<file path="config.mk">
export PLATFORM = sky130hd
export DESIGN_NAME = bscd_decoder
export DESIGN_NICKNAME = d
export VERILOG_FILES = /design/src/verilog/bscd_pkg.sv /design/src/verilog/bscd_decoder.sv
export SDC_FILE = /design/constraint.sdc
export NUM_CORES = 1
export LEC_CHECK = 0
export ABC_AREA = 1
export BUFFER_PORTS_ARGS = -buffer_cell sky130_fd_sc_hd__buf_2
export CORE_MARGIN = 2
export CORE_UTILIZATION = 25
export CTS_CLUSTER_SIZE = 8
export DETAILED_ROUTE_END_ITERATION = 16
export SLEW_MARGIN = 20
export SYNTH_ARGS = -nofsm -noshare
export SYNTH_HDL_FRONTEND = slang
export SYNTH_SLANG_ARGS = --single-unit
</file>
<file path="constraint.sdc">
create_clock -name i_ref_clk -period 4.9 [get_ports i_ref_clk]
set_input_delay 0.98 -clock i_ref_clk [delete_from_list [all_inputs] [get_ports i_ref_clk]]
set_output_delay 0.98 -clock i_ref_clk [all_outputs]
set_load 0.01 [all_outputs]
</file>
<file path="src/verilog/bscd_pkg.sv">
// Purpose: shared constants and types for the board strap configuration decoder
// Assumes: octal base addresses from the strap table, 22-bit bus addresses
// Notes:   register offsets are word aligned byte addresses
package bscd_pkg;

  // avalon register offsets
  localparam logic [5:0] OFS_STRAP_SNAP  = 6'h00;
  localparam logic [5:0] OFS_BASE_ADDR   = 6'h04;
  localparam logic [5:0] OFS_MAINT       = 6'h08;
  localparam logic [5:0] OFS_RATE_CTRL   = 6'h0C;
  localparam logic [5:0] OFS_IRQ_STATUS  = 6'h10;
  localparam logic [5:0] OFS_IRQ_MASK    = 6'h14;
  localparam logic [5:0] OFS_CPU_ERR     = 6'h18;

  // base address tables (octal)
  localparam logic [21:0] BASE_LO_JIN  = 22'o17760100;
  localparam logic [21:0] BASE_LO_JOUT = 22'o17762100;
  localparam logic [21:0] BASE_HI_JIN  = 22'o17775400;
  localparam logic [21:0] BASE_HI_JOUT = 22'o17777400;
  localparam logic [21:0] BASE_STEP    = 22'o40;
  localparam logic [3:0]  ID_LO_FIRST  = 4'h2;
  localparam logic [3:0]  ID_HI_FIRST  = 4'h8;

  // power-up start values (octal)
  localparam logic [15:0] FW_START_PC  = 16'o173000;
  localparam logic [15:0] FW_START_PS  = 16'o340;
  localparam logic [15:0] DBG_START_PS = 16'h0000;
  localparam logic [15:0] TRAP_VECTOR  = 16'o4;

  // field positions
  localparam int MAINT_PWRUP_BIT = 2;
  localparam int MAINT_HALT_BIT  = 3;
  localparam int RATE_WEN_BIT    = 3;
  localparam int CPU_ERR_HALT_BIT = 7;

  // baud rates
  localparam int unsigned BAUD_MAX = 38400;
  localparam int unsigned BAUD_MIN = 300;

  // interrupt status bits
  localparam int IRQ_BREAK_BIT = 0;
  localparam int IRQ_HALT_BIT  = 1;
  localparam int IRQ_TMO_BIT   = 2;
  localparam int IRQ_DMA_BIT   = 3;
  localparam logic [3:0] IRQ_MASK_RST = 4'h0;

  typedef enum logic [1:0] {
    BSCD_AW16,
    BSCD_AW18,
    BSCD_AW22
  } bscd_aw_type;

  // raw strap inputs
  typedef struct packed {
    logic [3:0] id_switch;
    logic       base_jumper;
    logic [1:0] addr_width;
    logic       dma0_rx;
    logic       dma1_pio;
    logic       dma1_tx;
    logic       lock_enable;
    logic       break_enable;
    logic       halt_option;
    logic       pwrup_option;
    logic       prom_16bit;
    logic [2:0] baud_code;
  } bscd_strap_type;

  // run-time event inputs
  typedef struct packed {
    logic break_det;
    logic halt_kernel;
    logic interlock_run;
    logic bus_timeout;
    logic rx_req;
    logic tx_req;
    logic pio_req;
  } bscd_event_type;

  // decoded behaviour outputs
  typedef struct packed {
    logic        standalone;
    logic [21:0] base_addr;
    logic [21:0] addr_mask;
    logic        dma0_req;
    logic        dma1_req;
    logic        bus_lock;
    logic        enter_debugger;
    logic        trap_to_vector;
    logic [15:0] start_pc;
    logic [15:0] start_ps;
    logic        start_in_debugger;
    logic        prom_16bit;
    logic [2:0]  baud_code;
    logic [16:0] baud_rate;
    logic        config_valid;
  } bscd_cfg_type;

endpackage

</file>
<file path="src/verilog/bscd_decoder.sv">
// Purpose: board strap decoder with avalon-mm register slave
// Assumes: straps synchronous to i_ref_clk, steady while i_rst_n is low
// Notes:   straps are latched on the last reset cycle and held until next reset
//
// Overview of operation
// - low id positions map to 17760100/17762100 bases
// - high id positions map to 17775400/17777400 bases
// - id zero or one means standalone
// - compare only low 16 or 18 bits
// - strap routes serial receiver to dma 0
// - dma 1 from parallel timer or transmitter
// - at most two dma sources accepted
// - strap enables bus lock on interlocked instructions
// - locked timeout traps through vector four
// - break strap gates console debugger entry
// - halt strap in maintenance bit three
// - no halt strap: trap, set error bit
// - power-up strap in maintenance bit two
// - firmware start pc 173000 ps 340
// - prom strap selects 15 or 16 bits
// - rate writable only with control bit three
// - three-bit code, 300 doubling to 38400
// - bus address width 16, 18 or 22
//
// Register access over Avalon-MM and the register offsets were decided locally.
`timescale 1ns/1ps
`default_nettype none

module bscd_decoder
  import bscd_pkg::*;
(
  // clock and reset
  input  wire logic                     i_ref_clk,
  input  wire logic                     i_rst_n,
  // straps and runtime events
  input  wire bscd_pkg::bscd_strap_type i_strap,
  input  wire bscd_pkg::bscd_event_type i_event,
  // avalon-mm slave
  input  wire logic [5:0]               i_avs_address,
  input  wire logic                     i_avs_read,
  input  wire logic                     i_avs_write,
  input  wire logic [31:0]              i_avs_writedata,
  input  wire logic [3:0]               i_avs_byteenable,
  output logic [31:0]                   o_avs_readdata,
  output logic                          o_avs_waitrequest,
  // decoded configuration and interrupt
  output bscd_pkg::bscd_cfg_type        o_cfg,
  output logic                          o_irq
);
  import bscd_pkg::*;

  // whole module state
  typedef struct packed {
    bscd_strap_type strap;
    bscd_cfg_type   cfg;
    logic           rst_seen;
    logic [2:0]     rate_code;
    logic           rate_wen;
    logic [7:0]     cpu_err;
    logic [3:0]     irq_stat;
    logic [3:0]     irq_mask;
    logic           ack;
    logic [31:0]    rdata;
    logic           irq;
  } bscd_state_type;

  bscd_state_type st_r;
  bscd_state_type st_nxt;

  // base address from id switch and jumper
  function automatic logic [21:0] base_of(input logic [3:0] id, input logic jin);
    logic [21:0] b;
    b = 22'h000000;
    if (id >= ID_HI_FIRST)
      b = (jin ? BASE_HI_JIN : BASE_HI_JOUT) + BASE_STEP * 22'(id - ID_HI_FIRST);
    else if (id >= ID_LO_FIRST)
      b = (jin ? BASE_LO_JIN : BASE_LO_JOUT) + BASE_STEP * 22'(id - ID_LO_FIRST);
    return b;
  endfunction

  // compare mask from address width
  function automatic logic [21:0] mask_of(input logic [1:0] aw);
    logic [21:0] m;
    case (aw)
      BSCD_AW16: m = 22'h00FFFF;
      BSCD_AW18: m = 22'h03FFFF;
      default:   m = 22'h3FFFFF;
    endcase
    return m;
  endfunction

  // baud rate from three-bit code
  function automatic logic [16:0] baud_of(input logic [2:0] code);
    return 17'(BAUD_MIN << code);
  endfunction

  // next state
  always_comb
  begin
    logic [31:0] rd;
    logic        acc;
    logic        dma1_ok;
    rd      = 32'h00000000;
    st_nxt  = st_r;
    acc     = (i_avs_read || i_avs_write) && !st_r.ack;
    dma1_ok = 1'b0;
    st_nxt.ack = acc;

    // straps sampled while reset is held
    if (!i_rst_n)
    begin
      st_nxt           = '0;
      st_nxt.strap     = i_strap;
      st_nxt.rate_code = i_strap.baud_code;
      st_nxt.irq_mask  = IRQ_MASK_RST;
    end
    else
    begin
      // configuration derived from held straps
      st_nxt.rst_seen              = 1'b1;
      st_nxt.cfg.standalone        = (st_r.strap.id_switch < ID_LO_FIRST);
      st_nxt.cfg.base_addr         = base_of(st_r.strap.id_switch, st_r.strap.base_jumper)
                                     & mask_of(st_r.strap.addr_width);
      st_nxt.cfg.addr_mask         = mask_of(st_r.strap.addr_width);
      st_nxt.cfg.prom_16bit        = st_r.strap.prom_16bit;
      st_nxt.cfg.start_in_debugger = st_r.strap.pwrup_option;
      st_nxt.cfg.start_pc          = st_r.strap.pwrup_option ? 16'h0000 : FW_START_PC;
      st_nxt.cfg.start_ps          = st_r.strap.pwrup_option ? DBG_START_PS
                                                            : FW_START_PS;
      st_nxt.cfg.baud_code         = st_r.rate_code;
      st_nxt.cfg.baud_rate         = baud_of(st_r.rate_code);
      st_nxt.cfg.config_valid      = st_r.rst_seen;

      // dma routing; both channel 1 sources at once is refused
      dma1_ok               = !(st_r.strap.dma1_pio && st_r.strap.dma1_tx);
      st_nxt.cfg.dma0_req   = st_r.strap.dma0_rx && i_event.rx_req;
      st_nxt.cfg.dma1_req   = dma1_ok && ((st_r.strap.dma1_pio && i_event.pio_req)
                              || (st_r.strap.dma1_tx && i_event.tx_req));

      // interlocked instructions hold the bus only if enabled
      st_nxt.cfg.bus_lock   = st_r.strap.lock_enable && i_event.interlock_run;

      // debugger entry on break or kernel halt
      st_nxt.cfg.enter_debugger = (st_r.strap.break_enable && i_event.break_det)
                                  || (st_r.strap.halt_option && i_event.halt_kernel);
      st_nxt.cfg.trap_to_vector = (!st_r.strap.halt_option && i_event.halt_kernel)
                                  || (st_r.strap.lock_enable && i_event.interlock_run
                                      && i_event.bus_timeout);

      // register reads
      case (i_avs_address)
        OFS_STRAP_SNAP: rd = 32'(st_r.strap);
        OFS_BASE_ADDR:  rd = {st_r.cfg.standalone, 9'h000, st_r.cfg.base_addr};
        OFS_MAINT:      rd = 32'({st_r.strap.halt_option, st_r.strap.pwrup_option, 2'b00});
        OFS_RATE_CTRL:  rd = {25'h0, st_r.rate_code, st_r.rate_wen, 3'b000};
        OFS_IRQ_STATUS: rd = 32'(st_r.irq_stat);
        OFS_IRQ_MASK:   rd = 32'(st_r.irq_mask);
        OFS_CPU_ERR:    rd = 32'(st_r.cpu_err);
        default:        rd = 32'h00000000;
      endcase
      if (acc && i_avs_read)
        st_nxt.rdata = rd;

      // register writes
      if (acc && i_avs_write && i_avs_byteenable[0])
      begin
        case (i_avs_address)
          OFS_RATE_CTRL:
          begin
            st_nxt.rate_wen = i_avs_writedata[RATE_WEN_BIT];
            if (st_r.rate_wen)
              st_nxt.rate_code = i_avs_writedata[6:4];
          end
          OFS_IRQ_MASK: st_nxt.irq_mask = i_avs_writedata[3:0];
          OFS_CPU_ERR:  st_nxt.cpu_err = st_r.cpu_err & ~i_avs_writedata[7:0];
          default:      st_nxt.rate_wen = st_r.rate_wen;
        endcase
      end

      // read clears status; new events win over the clear
      if (acc && i_avs_read && i_avs_address == OFS_IRQ_STATUS)
        st_nxt.irq_stat = 4'h0;
      if (st_r.strap.break_enable && i_event.break_det)
        st_nxt.irq_stat[IRQ_BREAK_BIT] = 1'b1;
      if (i_event.halt_kernel)
        st_nxt.irq_stat[IRQ_HALT_BIT] = 1'b1;
      if (st_r.strap.lock_enable && i_event.interlock_run && i_event.bus_timeout)
        st_nxt.irq_stat[IRQ_TMO_BIT] = 1'b1;
      if (st_r.strap.dma1_pio && st_r.strap.dma1_tx)
        st_nxt.irq_stat[IRQ_DMA_BIT] = 1'b1;
      if (!st_r.strap.halt_option && i_event.halt_kernel)
        st_nxt.cpu_err[CPU_ERR_HALT_BIT] = 1'b1;
      st_nxt.irq = |(st_nxt.irq_stat & st_nxt.irq_mask);
    end
  end

  // state register
  always_ff @(posedge i_ref_clk)
  begin
    st_r <= st_nxt;
  end

  // outputs straight from flops
  assign o_cfg             = st_r.cfg;
  assign o_irq             = st_r.irq;
  assign o_avs_readdata    = st_r.rdata;
  assign o_avs_waitrequest = !st_r.ack;

  // assertions
  chk_standalone_id: assert property (@(posedge i_ref_clk) disable iff (!i_rst_n)
    st_r.rst_seen |=> (o_cfg.standalone == ($past(st_r.strap.id_switch) < 4'h2)))
    else $error("standalone decode wrong");
  chk_base_step: assert property (@(posedge i_ref_clk) disable iff (!i_rst_n)
    $past(st_r.rst_seen) && st_r.strap.id_switch == 4'h5 && st_r.strap.base_jumper
    && st_r.strap.addr_width == 2'h2 && $stable(st_r.strap) |=> o_cfg.base_addr == 22'o17760240)
    else $error("low base address wrong");
  chk_base_high: assert property (@(posedge i_ref_clk) disable iff (!i_rst_n)
    st_r.rst_seen && st_r.strap.id_switch == 4'hF && !st_r.strap.base_jumper
    && st_r.strap.addr_width == 2'h2 |=> o_cfg.base_addr == 22'o17777740)
    else $error("high base address wrong");
  chk_addr_width: assert property (@(posedge i_ref_clk) disable iff (!i_rst_n)
    st_r.rst_seen && st_r.strap.addr_width == 2'h0 |=> o_cfg.base_addr[21:16] == 6'h00)
    else $error("16-bit mask not applied");
  chk_dma_exclusive: assert property (@(posedge i_ref_clk) disable iff (!i_rst_n)
    st_r.strap.dma1_pio && st_r.strap.dma1_tx |=> !o_cfg.dma1_req)
    else $error("unsupported dma strap passed");
  chk_dma0_route: assert property (@(posedge i_ref_clk) disable iff (!i_rst_n)
    st_r.strap.dma0_rx && i_event.rx_req |=> o_cfg.dma0_req)
    else $error("dma0 request lost");
  chk_lock_gate: assert property (@(posedge i_ref_clk) disable iff (!i_rst_n)
    !st_r.strap.lock_enable |=> !o_cfg.bus_lock)
    else $error("bus locked while disabled");
  chk_break_gate: assert property (@(posedge i_ref_clk) disable iff (!i_rst_n)
    i_event.break_det && !i_event.halt_kernel |=> o_cfg.enter_debugger == $past(st_r.strap.break_enable))
    else $error("break gating wrong");
  chk_halt_trap: assert property (@(posedge i_ref_clk) disable iff (!i_rst_n)
    i_event.halt_kernel && !st_r.strap.halt_option |=> o_cfg.trap_to_vector && st_r.cpu_err[7])
    else $error("halt trap missing");
  chk_fw_start: assert property (@(posedge i_ref_clk) disable iff (!i_rst_n)
    st_r.rst_seen && !st_r.strap.pwrup_option |=> o_cfg.start_pc == 16'o173000
    && o_cfg.start_ps == 16'o340)
    else $error("firmware start wrong");
  chk_rate_locked: assert property (@(posedge i_ref_clk) disable iff (!i_rst_n)
    !st_r.rate_wen |=> st_r.rate_code == $past(st_r.rate_code))
    else $error("rate changed while locked");
  chk_strap_held: assert property (@(posedge i_ref_clk) disable iff (!i_rst_n)
    $past(i_rst_n) |-> $stable(st_r.strap))
    else $error("straps changed outside reset");
  chk_bus_answer: assert property (@(posedge i_ref_clk) disable iff (!i_rst_n)
    (i_avs_read || i_avs_write) |-> ##[0:1] !o_avs_waitrequest)
    else $error("bus answer late");

  // main scenarios
  cov_standalone: cover property (@(posedge i_ref_clk) o_cfg.standalone);
  cov_debug_entry: cover property (@(posedge i_ref_clk) o_cfg.enter_debugger);
  cov_rate_change: cover property (@(posedge i_ref_clk) st_r.rate_wen && i_avs_write
    && i_avs_address == OFS_RATE_CTRL);
  cov_irq: cover property (@(posedge i_ref_clk) o_irq);

endmodule

`default_nettype wire

</file>
# After elaboration in Yosys (flattened, before gate mapping)
# Index checks and enable logic that the tools add are counted.
classes:
  n_addsub: 4
  order_cmp: 3
  n_eq_ne: 10
  n_shift: 1
  muxes: 29
  n_bitwise: 4
  n_reduce_logical: 31
ops:
  columns: ["operator", "count"]
  rows:
  - ["$pmux 32 s7", 1]
  - ["$mux 22", 4]
  - ["$pmux 22 s2", 1]
  - ["$and 22x22->22", 1]
  - ["$mux 11", 2]
  - ["$mux 21", 1]
  - ["$eq 6x5->1 const B", 3]
  - ["$shl 9x3->17 const A", 1]
  - ["$mux 16", 1]
  - ["$mux 4", 4]
  - ["$mux 8", 2]
  - ["$add 14x10->15", 1]
  - ["$logic_and 1x1->1", 15]
  - ["$add 12x10->13", 1]
  - ["$eq 6x4->1 const B", 2]
  - ["$mux 12", 1]
  - ["$mux 1", 10]
  - ["$and 8x8->8", 1]
  - ["$not 8->8", 1]
  - ["$eq 6x3->1 const B", 1]
  - ["$logic_not 6->1", 1]
  - ["$mux 3", 2]
  - ["$ne 2x1->1 const B", 3]
  - ["$reduce_and 2->1", 3]
  - ["other kinds (13)", 19]
totals:
  ff_bits: 170
  in_bits: 71
  out_inout_bits: 139
  word_cells: 119

# Depth between registers and ports, before layout
# Gate-level depths: netlist of run 1.
logic_depth:
  word_depth: 9
  depth_mapped: 10
  mapped_depth_nobuf: 10

# Worst setup path before layout of run 1
# No wires, ideal clock.
synth_path:
  path_type: "input port to flip-flop"
  start: "in i_rst_n"
  end: "reg st_r[160] in the netlist's numbering, enable pin"
  setup_time_ps: 389
  arrival_ps: 1817
  t_required_ps: 4511
  setup_slack_ps: 2694
  cell_stages: 2
  n_path_buf: 1
  cell_sequence: "clkinv_1 clkbuf_1"
synth_lines:
  columns: ["item", "line_no", "text"]
  rows:
  - ["start: declaration", "bscd_decoder.sv:34", "input wire logic i_rst_n,"]
  - ["end signal: assignment", "bscd_decoder.sv:200", "st_r <= st_nxt;"]
  - ["end: declaration", "bscd_decoder.sv:67", "bscd_state_type st_r;"]
# No word-level cell between the ends.

# Worst setup path after layout of run 1
layout_path:
  start: "in i_avs_read"
  end: "reg st_r, in the netlist o_avs_readdata[8]"
layout_between:
  elab_chain_len: 3
layout_rtl:
  columns: ["item", "line_no", "text"]
  rows:
  - ["start: declaration", "bscd_decoder.sv:40", "input wire logic i_avs_read,"]
  - ["$logic_or 1x1->1", "bscd_decoder.sv:105", "acc = (i_avs_read || i_avs_write) && !st_r.ack;"]
  - ["$logic_and 1x1->1", "bscd_decoder.sv:105", null]
  - ["$logic_and 1x1->1 (*)", "bscd_decoder.sv:161", "if (acc && i_avs_read)"]
# Every way passes the cells marked *; elsewhere a longest branch is shown, timed or not.
# A chain may end at the register's enable or synchronous reset.

==> results of run 1 <==
## final timing paths
path,end,slack [ns]
min reg2reg,o_cfg[0],0.42
max reg2reg,o_cfg[95],2.97
min,o_cfg[0],0.42
max,o_avs_readdata[8],2.73
## registers in the layout (all words and copies together), names as in the netlist
register / cells
o_cfg: 42
st_r: 40
o_avs_readdata: 20
o_irq: 1
## metrics by stage
step / std cells / worst slack (ns) / power [mW] / cell area [µm²]
floorplan: 651 / 2.69 / 1.14 / 5190
global placement: 913 / 2.34 / 1.16 / 5180
detailed placement: 913 / 2.32 / 1.16 / 5180
CTS: 929 / 2.71 / 1.92 / 5480
global route: 929 / 2.59 / 1.99 / 5480
finish: 930 / 2.73 / 1.89 / 5480
## area by class of cell
type / instances / area (µm²) / area share, %
clock inverters: 7 / 78.8 / 1.44
well taps: 265 / 332 / 6.05
multi-input cells: 333 / 1590 / 28.9
repair buffers: 146 / 741 / 13.5
clock buffers: 9 / 225 / 4.11
flip-flops and latches: 103 / 2270 / 41.4
inverters: 66 / 248 / 4.52
diodes: 1 / 2.50 / 0.0456
## power by group
part	leakage, nW	internal (mW)	switching, mW
clock network	0.144	0.403	0.342
registers	0.879	0.909	0.0296
logic	1.76	0.0695	0.132
## cell usage in the layout (no fill, tap or decap), types with 2 or more instances in the layout
cell,n
a31oi_1,3
nor2_4,3
buf_2,142
o21ai_1,6
inv_1,61
nor2_1,30
nor3_1,4
a22oi_1,6
a21oi_1,34
inv_6,2
ha_1,10
dfxtp_1,82
xor2_1,2
clkinvlp_4,2
a211oi_1,4
buf_4,4
o21ai_0,18
o22ai_1,5
clkbuf_16,9
inv_2,4
conb_1,40
edfxtp_1,21
nand2_1,135
nor2_2,3
nand3_1,20
nand4_1,4
## routing by layer
metal / track usage, % / part of all wire [%] / routed length (µm) / vias to the layer above
met5: 0 / 0 / 0 / -
met4: 4.66 / 2.0 / 231 / 0
met3: 3.38 / 6.7 / 766 / 14
met2: 15.7 / 44 / 5040 / 131
met1: 14.1 / 47 / 5440 / 1595
li1: - / - / - / 1842
## synthesized netlist by cell type
cell	n
nand4_1	4
nand2_4	1
xor2_1	2
dfxtp_1	82
o21ai_0	18
clkinv_1	1
nor3_1	4
nor2_1	30
edfxtp_1	21
inv_2	4
o21ai_1	6
xnor2_1	1
buf_6	1
nor2_4	3
a21oi_1	34
o22ai_1	5
nor2_2	3
a31oi_1	3
nor4_1	1
a22oi_1	6
clkbuf_1	9
buf_4	138
ha_1	10
nand3b_1	1
conb_1	1
inv_1	61
buf_2	1
nor2_8	1
nand2_2	1
nand2_1	135
a211oi_1	4
nand3_1	20
## critical path, stage by stage
cell and delay (ns):
buf_2 0.10, inv_1 0.04, nor2_1 0.04, buf_4 0.18, inv_1 0.70, o21ai_0 0.22
nand2_1 0.10, inv_1 0.04
## logic make-up after synthesis
family	count (synthesis)	share of synthesized area (%)
flops	103	45.0
compound gates	76	8.23
other cells	1	0.0743
xor+xnor	3	0.521
buf+inv	215	26.4
simple gates	204	17.2
fa+ha+maj	10	2.48
==> flow_metrics.env, run 1 <==
export IMPL_die_h_um=146
export IMPL_whs_path_depth=2
export IMPL_yosysSeqAreaShare_pct=45.0
export IMPL_grt_pass1_vias=3123
export IMPL_gr_usage_all_layers_pct=10.6
export IMPL_worstMarginPinSlew_ns=0.964
export IMPL_synthCells=612
export IMPL_final_util_pct=27.9
export IMPL_cts_buffer_depth=2
export IMPL_yosysWarnings=0
export IMPL_grt_antenna_before_repair=1
export IMPL_reg2reg_from="st_r[175]"
export IMPL_initial_core_util_pct=25.7
export IMPL_startpoint="i_avs_read"
export IMPL_synth_area_leaders="dfxtp_1, buf_4, edfxtp_1, nand2_1, inv_1"
export IMPL_synth_seq_cells=103
export IMPL_skew_ns=0.00947
export IMPL_postCtsSetupBuffers=0
export IMPL_port_buffers=142
export IMPL_area_growth_syn_to_layout_pct=8.71
export IMPL_min_from="st_r[54]"
export IMPL_setup_viol=0
export IMPL_routedWlPerCell_um=12.3
export IMPL_htree_levels=3
export IMPL_power_density_nw_per_um2=344
export IMPL_tns_ns=0
export IMPL_drt_total_wl_mm=11.5
export IMPL_insertion_delay_ns=0.36
export IMPL_cts_hold_buffers=0
export IMPL_cts_buffers=9
export IMPL_ir_worst_vdd_mv=0.148
export IMPL_place_congestion=0.777
export IMPL_drv_cap=0
export IMPL_grt_overflow=0
export IMPL_viasPerCell=3.85
export IMPL_grt_pass1_wl_mm=17.1
export IMPL_ff2ff_path_depth=10
export IMPL_cts_root_buf="clkbuf_16"
export IMPL_vias=3582
export IMPL_die_w_um=146
export IMPL_cts_resized_gates=0
export IMPL_min_period_ns=2.17
export IMPL_io_pins=210
export IMPL_ant_nets=0
export IMPL_relSlewSlack_pct=35.6
export IMPL_hold_class="flop to flop"
export IMPL_worst_setup_path_start_kind="primary input"
export IMPL_rows=51
export IMPL_synth_top_cell_area_share_pct=32.5
export IMPL_final_nets=740
export IMPL_die_area_um2=21300
export IMPL_maxSlewViolCount=0
export IMPL_leakagePower_nw=2.78
export IMPL_clk_pin_slew_ns=0.07
export IMPL_netlist_area_um2=5040
export IMPL_drt_pass1_iterations=4
export IMPL_synth_distinct_cells=32
export IMPL_fmax_ghz=0.461
export IMPL_timing_final_crit_share_pct=44.3
export IMPL_critPathCaptureType="flop"
export IMPL_whs_ns=0.421
export IMPL_path_class="primary input to flop"
export IMPL_yosys_area_top_type="dfxtp_1"
export IMPL_status="complete, no violations"
export IMPL_syn_avg_cell_area_um2=8.24
export IMPL_drive_gt1_share_pct=26.4
export IMPL_finalHoldViolations=0
export IMPL_grt_max_degree=47
export IMPL_drt_iter0_drc=169
export IMPL_post_dp_hpwl_mm=8.65
export IMPL_arrival_ns=2.42
export IMPL_cts_sinks=103
export IMPL_cts_tree="built"
export IMPL_nFillCells=2166
export IMPL_drc_errors=0
export IMPL_crit_path_max_fanout=30
export IMPL_core_region_area_um2=19700
export IMPL_required_ns=5.15
export IMPL_rsz0062_at_grt="no"
Power figures use the tool's default switching activity.
==> run 2, diff against run 1 <==
==> constraint.sdc (replaced) <==
create_clock -name i_ref_clk -period 1.8 [get_ports i_ref_clk]
set_input_delay 0.36 -clock i_ref_clk [delete_from_list [all_inputs] [get_ports i_ref_clk]]
set_output_delay 0.36 -clock i_ref_clk [all_outputs]
set_load 0.01 [all_outputs]
==> flow_metrics.env, run 2 (same netlist as run 1, synthesis figures left out) <==
export IMPL_final_nets=752
export IMPL_tns_ns=0
export IMPL_htree_levels=3
export IMPL_nFillCells=2145
export IMPL_status="complete, no violations"
export IMPL_final_common_cell="buf_2"
export IMPL_rows=51
export IMPL_vias=3646
export IMPL_cts_buffers=9
export IMPL_die_h_um=146
export IMPL_grt_pass1_vias=3187
export IMPL_ir_worst_vdd_mv=0.415
export IMPL_die_area_um2=21300
export IMPL_path_class="flop to flop"
export IMPL_io_pins=210
export IMPL_port_buffers=142
export IMPL_place_congestion=0.802
export IMPL_rsz0062_at_grt="no"
export IMPL_r2r_setup_slack_ns=0.12
export IMPL_area_growth_syn_to_layout_pct=10.9
export IMPL_insertion_delay_ns=0.36
export IMPL_worst_setup_path_start_kind="flop"
export IMPL_cts_sinks=103
export IMPL_leakagePower_nw=2.85
export IMPL_largest_reg_flops=42
export IMPL_grt_max_degree=54
export IMPL_viasPerCell=3.86
export IMPL_ant_nets=0
export IMPL_reg2reg_from="st_r[176]"
export IMPL_arrival_ns=1.93
export IMPL_reg2reg_to="o_cfg[95]"
export IMPL_grt_overflow=0
export IMPL_fmax_ghz=0.595
export IMPL_setup_viol=0
export IMPL_cts_buffer_depth=2
export IMPL_post_dp_hpwl_mm=8.74
export IMPL_routedWlPerCell_um=12.3
export IMPL_power_density_nw_per_um2=906
export IMPL_die_w_um=146
export IMPL_grt_pass1_wl_mm=17.6
export IMPL_clk_pin_slew_ns=0.07
export IMPL_drive_gt1_share_pct=28.0
export IMPL_drt_iter0_drc=165
export IMPL_drv_cap=0
export IMPL_min_period_ns=1.68
export IMPL_cts_hold_buffers=0
export IMPL_ff2ff_path_depth=10
export IMPL_core_region_area_um2=19700
export IMPL_drc_errors=0
export IMPL_hold_class="primary input to flop"
export IMPL_min_to="st_r[174]"
export IMPL_skew_ns=0.0117
export IMPL_cts_root_buf="clkbuf_16"
export IMPL_maxSlewViolCount=0
export IMPL_gr_usage_all_layers_pct=10.8
export IMPL_finalHoldViolations=0
export IMPL_drt_pass1_iterations=4
export IMPL_crit_path_max_fanout=4
export IMPL_grt_antenna_before_repair=4
export IMPL_critPathCaptureType="flop"
export IMPL_total_power_mw=5.07
export IMPL_whs_path_depth=1
export IMPL_min_from="i_strap[14]"
export IMPL_drt_total_wl_mm=11.6
export IMPL_timing_final_crit_share_pct=93.3
export IMPL_required_ns=2.05
export IMPL_cts_tree="built"
export IMPL_initial_core_util_pct=25.7
export IMPL_final_cell_mix="buf_2, nand2_1, dfxtp_1"
## run 2: changes by cell type in the layout (fill, tap and decap cells not counted), moves of 2 or more
| cell | delta |
|---|---|
| buf_4 | +11 |
| clkinvlp_4 | -2 |
| diode_2 | +2 |
| ha_1 | -2 |
## run 2: metrics by stage
stage | worst slack, ns | util, % | instances | instance area, µm² | hold WS [ns]
3_5_place_dp | 0.00922 | 26.8 | 924 | 5270 | 0.402
3_3_place_gp | 0.0375 | 26.8 | 924 | 5270 | 0.394
2_1_floorplan | 0.0635 | - | 651 | 5190 | 0.388
6_report | 0.120 | 28.5 | 944 | 5600 | 0.178
5_1_grt | 0.00774 | 28.5 | 942 | 5590 | 0.160
4_1_cts | 0.0455 | 28.3 | 940 | 5560 | 0.164
## run 2: per-layer routing
metal	vias up	share of wire, %	GRT usage (%)
met4	2	1.4	3.64
li1	1879	-	-
met3	11	7.8	4.19
met1	1627	46	14.2
met5	-	0.11	0
met2	127	44	16.2
## run 2: cell type report
type                            instances  area, µm²  share of cell area, %
Tap cell                              265        332                   5.92
Clock buffer                           11        254                   4.54
Inverter                               66        248                   4.43
Clock inverter                          5       36.3                  0.648
Sequential cell                       103       2270                   40.6
Timing Repair Buffer                  158        843                   15.1
Multi-Input combinational cell        333       1600                   28.7
Antenna cell                            3       7.51                  0.134
## run 2: worst max-delay path by stage
stage	from	end	slack [ns]	cells past startpoint
after floorplan	st_r[175]	o_cfg[95]	0.06	10
after global placement	st_r[176]	o_cfg[95]	0.04	10
after detailed placement	st_r[176]	o_cfg[95]	0.009	10
after CTS	st_r[176]	o_cfg[95]	0.05	10
after global routing	st_r[175]	o_cfg[95]	0.008	10
final	st_r[176]	o_cfg[95]	0.12	10
## run 2: critical path, cell delays in order, from the launching register on
cell	delay (ns)
edfxtp_1	0.43
inv_1	0.10
ha_2	0.20
ha_4	0.21
inv_1	0.06
nand2_1	0.09
o21ai_2	0.14
xor2_1	0.19
nand2_1	0.07
nand2_1	0.06
inv_1	0.03
## run 2: timing repair
action,CTS,global route
endpoints found under the hold margin,0,0
setup endpoints to repair,1,2
resized for setup,1,3
buffers inserted,0,1
pin swaps,0,1
## run 2: where the power goes
part	leakage, nW	internal [mW]	switching [mW]
clock network	0.145	1.03	0.902
logic	1.82	0.215	0.367
registers	0.879	2.48	0.0786
total	2.85	3.72	1.35
==> run 3, diff against run 2 <==
--- a/config.mk
+++ b/config.mk
@@ -11,6 +11,7 @@
 export CORE_UTILIZATION = 25
 export CTS_CLUSTER_SIZE = 8
 export DETAILED_ROUTE_END_ITERATION = 16
+export RECOVER_POWER = 25
 export SLEW_MARGIN = 20
 export SYNTH_ARGS = -nofsm -noshare
 export SYNTH_HDL_FRONTEND = slang
==> flow_metrics.env, run 3 (same netlist as run 1, synthesis figures left out) <==
export IMPL_status="complete, no violations"
export IMPL_whs_ns=0.178
export IMPL_arrival_ns=1.93
export IMPL_cts_buffers=9
export IMPL_rsz0062_at_grt="no"
export IMPL_area_growth_syn_to_layout_pct=10.9
export IMPL_final_nets=752
export IMPL_worst_setup_path_start_kind="flop"
export IMPL_setup_viol=0
export IMPL_pwr_share_seq_pct=50.4
export IMPL_routedWlPerCell_um=12.3
export IMPL_gr_usage_all_layers_pct=10.8
export IMPL_nFillCells=2146
export IMPL_die_area_um2=21300
export IMPL_drt_pass1_iterations=4
export IMPL_largest_reg_flops=42
export IMPL_grt_max_degree=54
export IMPL_tns_ns=0
export IMPL_p_clk_share_pct=38.1
export IMPL_final_cell_mix="buf_2, nand2_1, dfxtp_1"
export IMPL_swShare_pct=26.6
export IMPL_die_h_um=146
export IMPL_initial_core_util_pct=25.7
export IMPL_timing_final_crit_share_pct=93.3
export IMPL_crit_path_max_fanout=4
export IMPL_grt_overflow=0
export IMPL_grt_pass1_vias=3187
export IMPL_cts_tree="built"
export IMPL_grt_pass1_wl_mm=17.6
export IMPL_critPathCaptureType="flop"
export IMPL_power_density_nw_per_um2=906
export IMPL_skew_ns=0.0117
export IMPL_finalHoldViolations=0
export IMPL_internal_power_mw=3.72
export IMPL_drive_gt1_share_pct=27.7
export IMPL_htree_levels=3
export IMPL_final_util_pct=28.5
export IMPL_drv_cap=0
export IMPL_required_ns=2.05
export IMPL_core_region_area_um2=19700
export IMPL_dp_cells=924
export IMPL_leakagePower_nw=2.84
export IMPL_rows=51
export IMPL_combPwrFrac_pct=11.5
export IMPL_hold_class="primary input to flop"
export IMPL_fmax_ghz=0.595
export IMPL_ir_worst_vdd_mv=0.415
export IMPL_fin_ws_ns=0.120
export IMPL_clk_pin_slew_ns=0.07
export IMPL_dpl_cell_area_um2=5270
export IMPL_stdcell_area_um2=5590
export IMPL_drc_errors=0
export IMPL_maxSlewViolCount=0
export IMPL_drt_total_wl_mm=11.6
export IMPL_place_congestion=0.802
export IMPL_min_period_ns=1.68
export IMPL_vias=3640
export IMPL_post_dp_hpwl_mm=8.74
export IMPL_instances_no_fill=944
export IMPL_cts_sinks=103
export IMPL_insertion_delay_ns=0.36
export IMPL_ant_nets=0
export IMPL_cts_root_buf="clkbuf_16"
export IMPL_cts_buffer_depth=2
export IMPL_drt_iter0_drc=166
export IMPL_total_power_mw=5.07
export IMPL_final_common_cell="buf_2"
export IMPL_viasPerCell=3.86
export IMPL_dp_slack_ns=0.00922
export IMPL_p_switching_mw=1.35
export IMPL_io_pins=210
export IMPL_port_buffers=142
export IMPL_grt_antenna_before_repair=4
export IMPL_path_class="flop to flop"
export IMPL_die_w_um=146
-- run 3: layout make-up --
class / count / area [µm²] / area share, %
inverter: 66 / 248 / 4.43
sequential: 103 / 2270 / 40.6
clock inverter: 5 / 36.3 / 0.649
timing repair buffer: 158 / 841 / 15.0
clock buffer: 11 / 254 / 4.54
tap: 265 / 332 / 5.93
antenna: 3 / 7.51 / 0.134
multi-input combinational: 333 / 1600 / 28.7
-- run 3: path summary, 6_finish.rpt --
path / start / endpoint / slack, ns / cells past startpoint
setup / recovery: st_r[176] / o_cfg[95] / 0.12 / 10
hold / removal: i_strap[14] / st_r[174] / 0.18 / 1
setup reg to reg: st_r[176] / o_cfg[95] / 0.12 / 10
hold reg to reg: st_r[54] / o_cfg[0] / 0.41 / 2
-- run 3: what timing repair did --
item                                    4_1_cts  5_1_grt
hold buffers                                  0        0
resized for setup                             1        3
pin swaps                                     0        1
endpoints found under the setup margin        1        2
buffers inserted                              0        1
hold endpoints to repair                      0        0
-- run 3: power by group through the flow --
stage	logic [mW]	clock network [mW]	registers, mW
2_1_floorplan	0.535	0	2.58
3_3_place_gp	0.572	0	2.61
3_5_place_dp	0.579	0	2.61
4_1_cts	0.581	2.01	2.56
5_1_grt	0.652	2.11	2.57
6_report	0.581	1.93	2.55
-- run 3: layer usage --
metal	part of all wire (%)	GRT usage [%]	vias up	wire (µm)
li1	-	-	1878	-
met2	44	16.2	125	5160
met4	1.4	3.64	2	165
met3	7.8	4.19	11	905
met5	0.11	0	-	13
met1	46	14.2	1624	5360
-- run 3: critical path, stage by stage, from the launching register on --
cell      delay (ns)
edfxtp_1        0.43
inv_1           0.10
ha_2            0.20
ha_4            0.21
inv_1           0.06
nand2_1         0.09
o21ai_2         0.14
xor2_1          0.19
nand2_1         0.07
nand2_1         0.06
inv_1           0.03
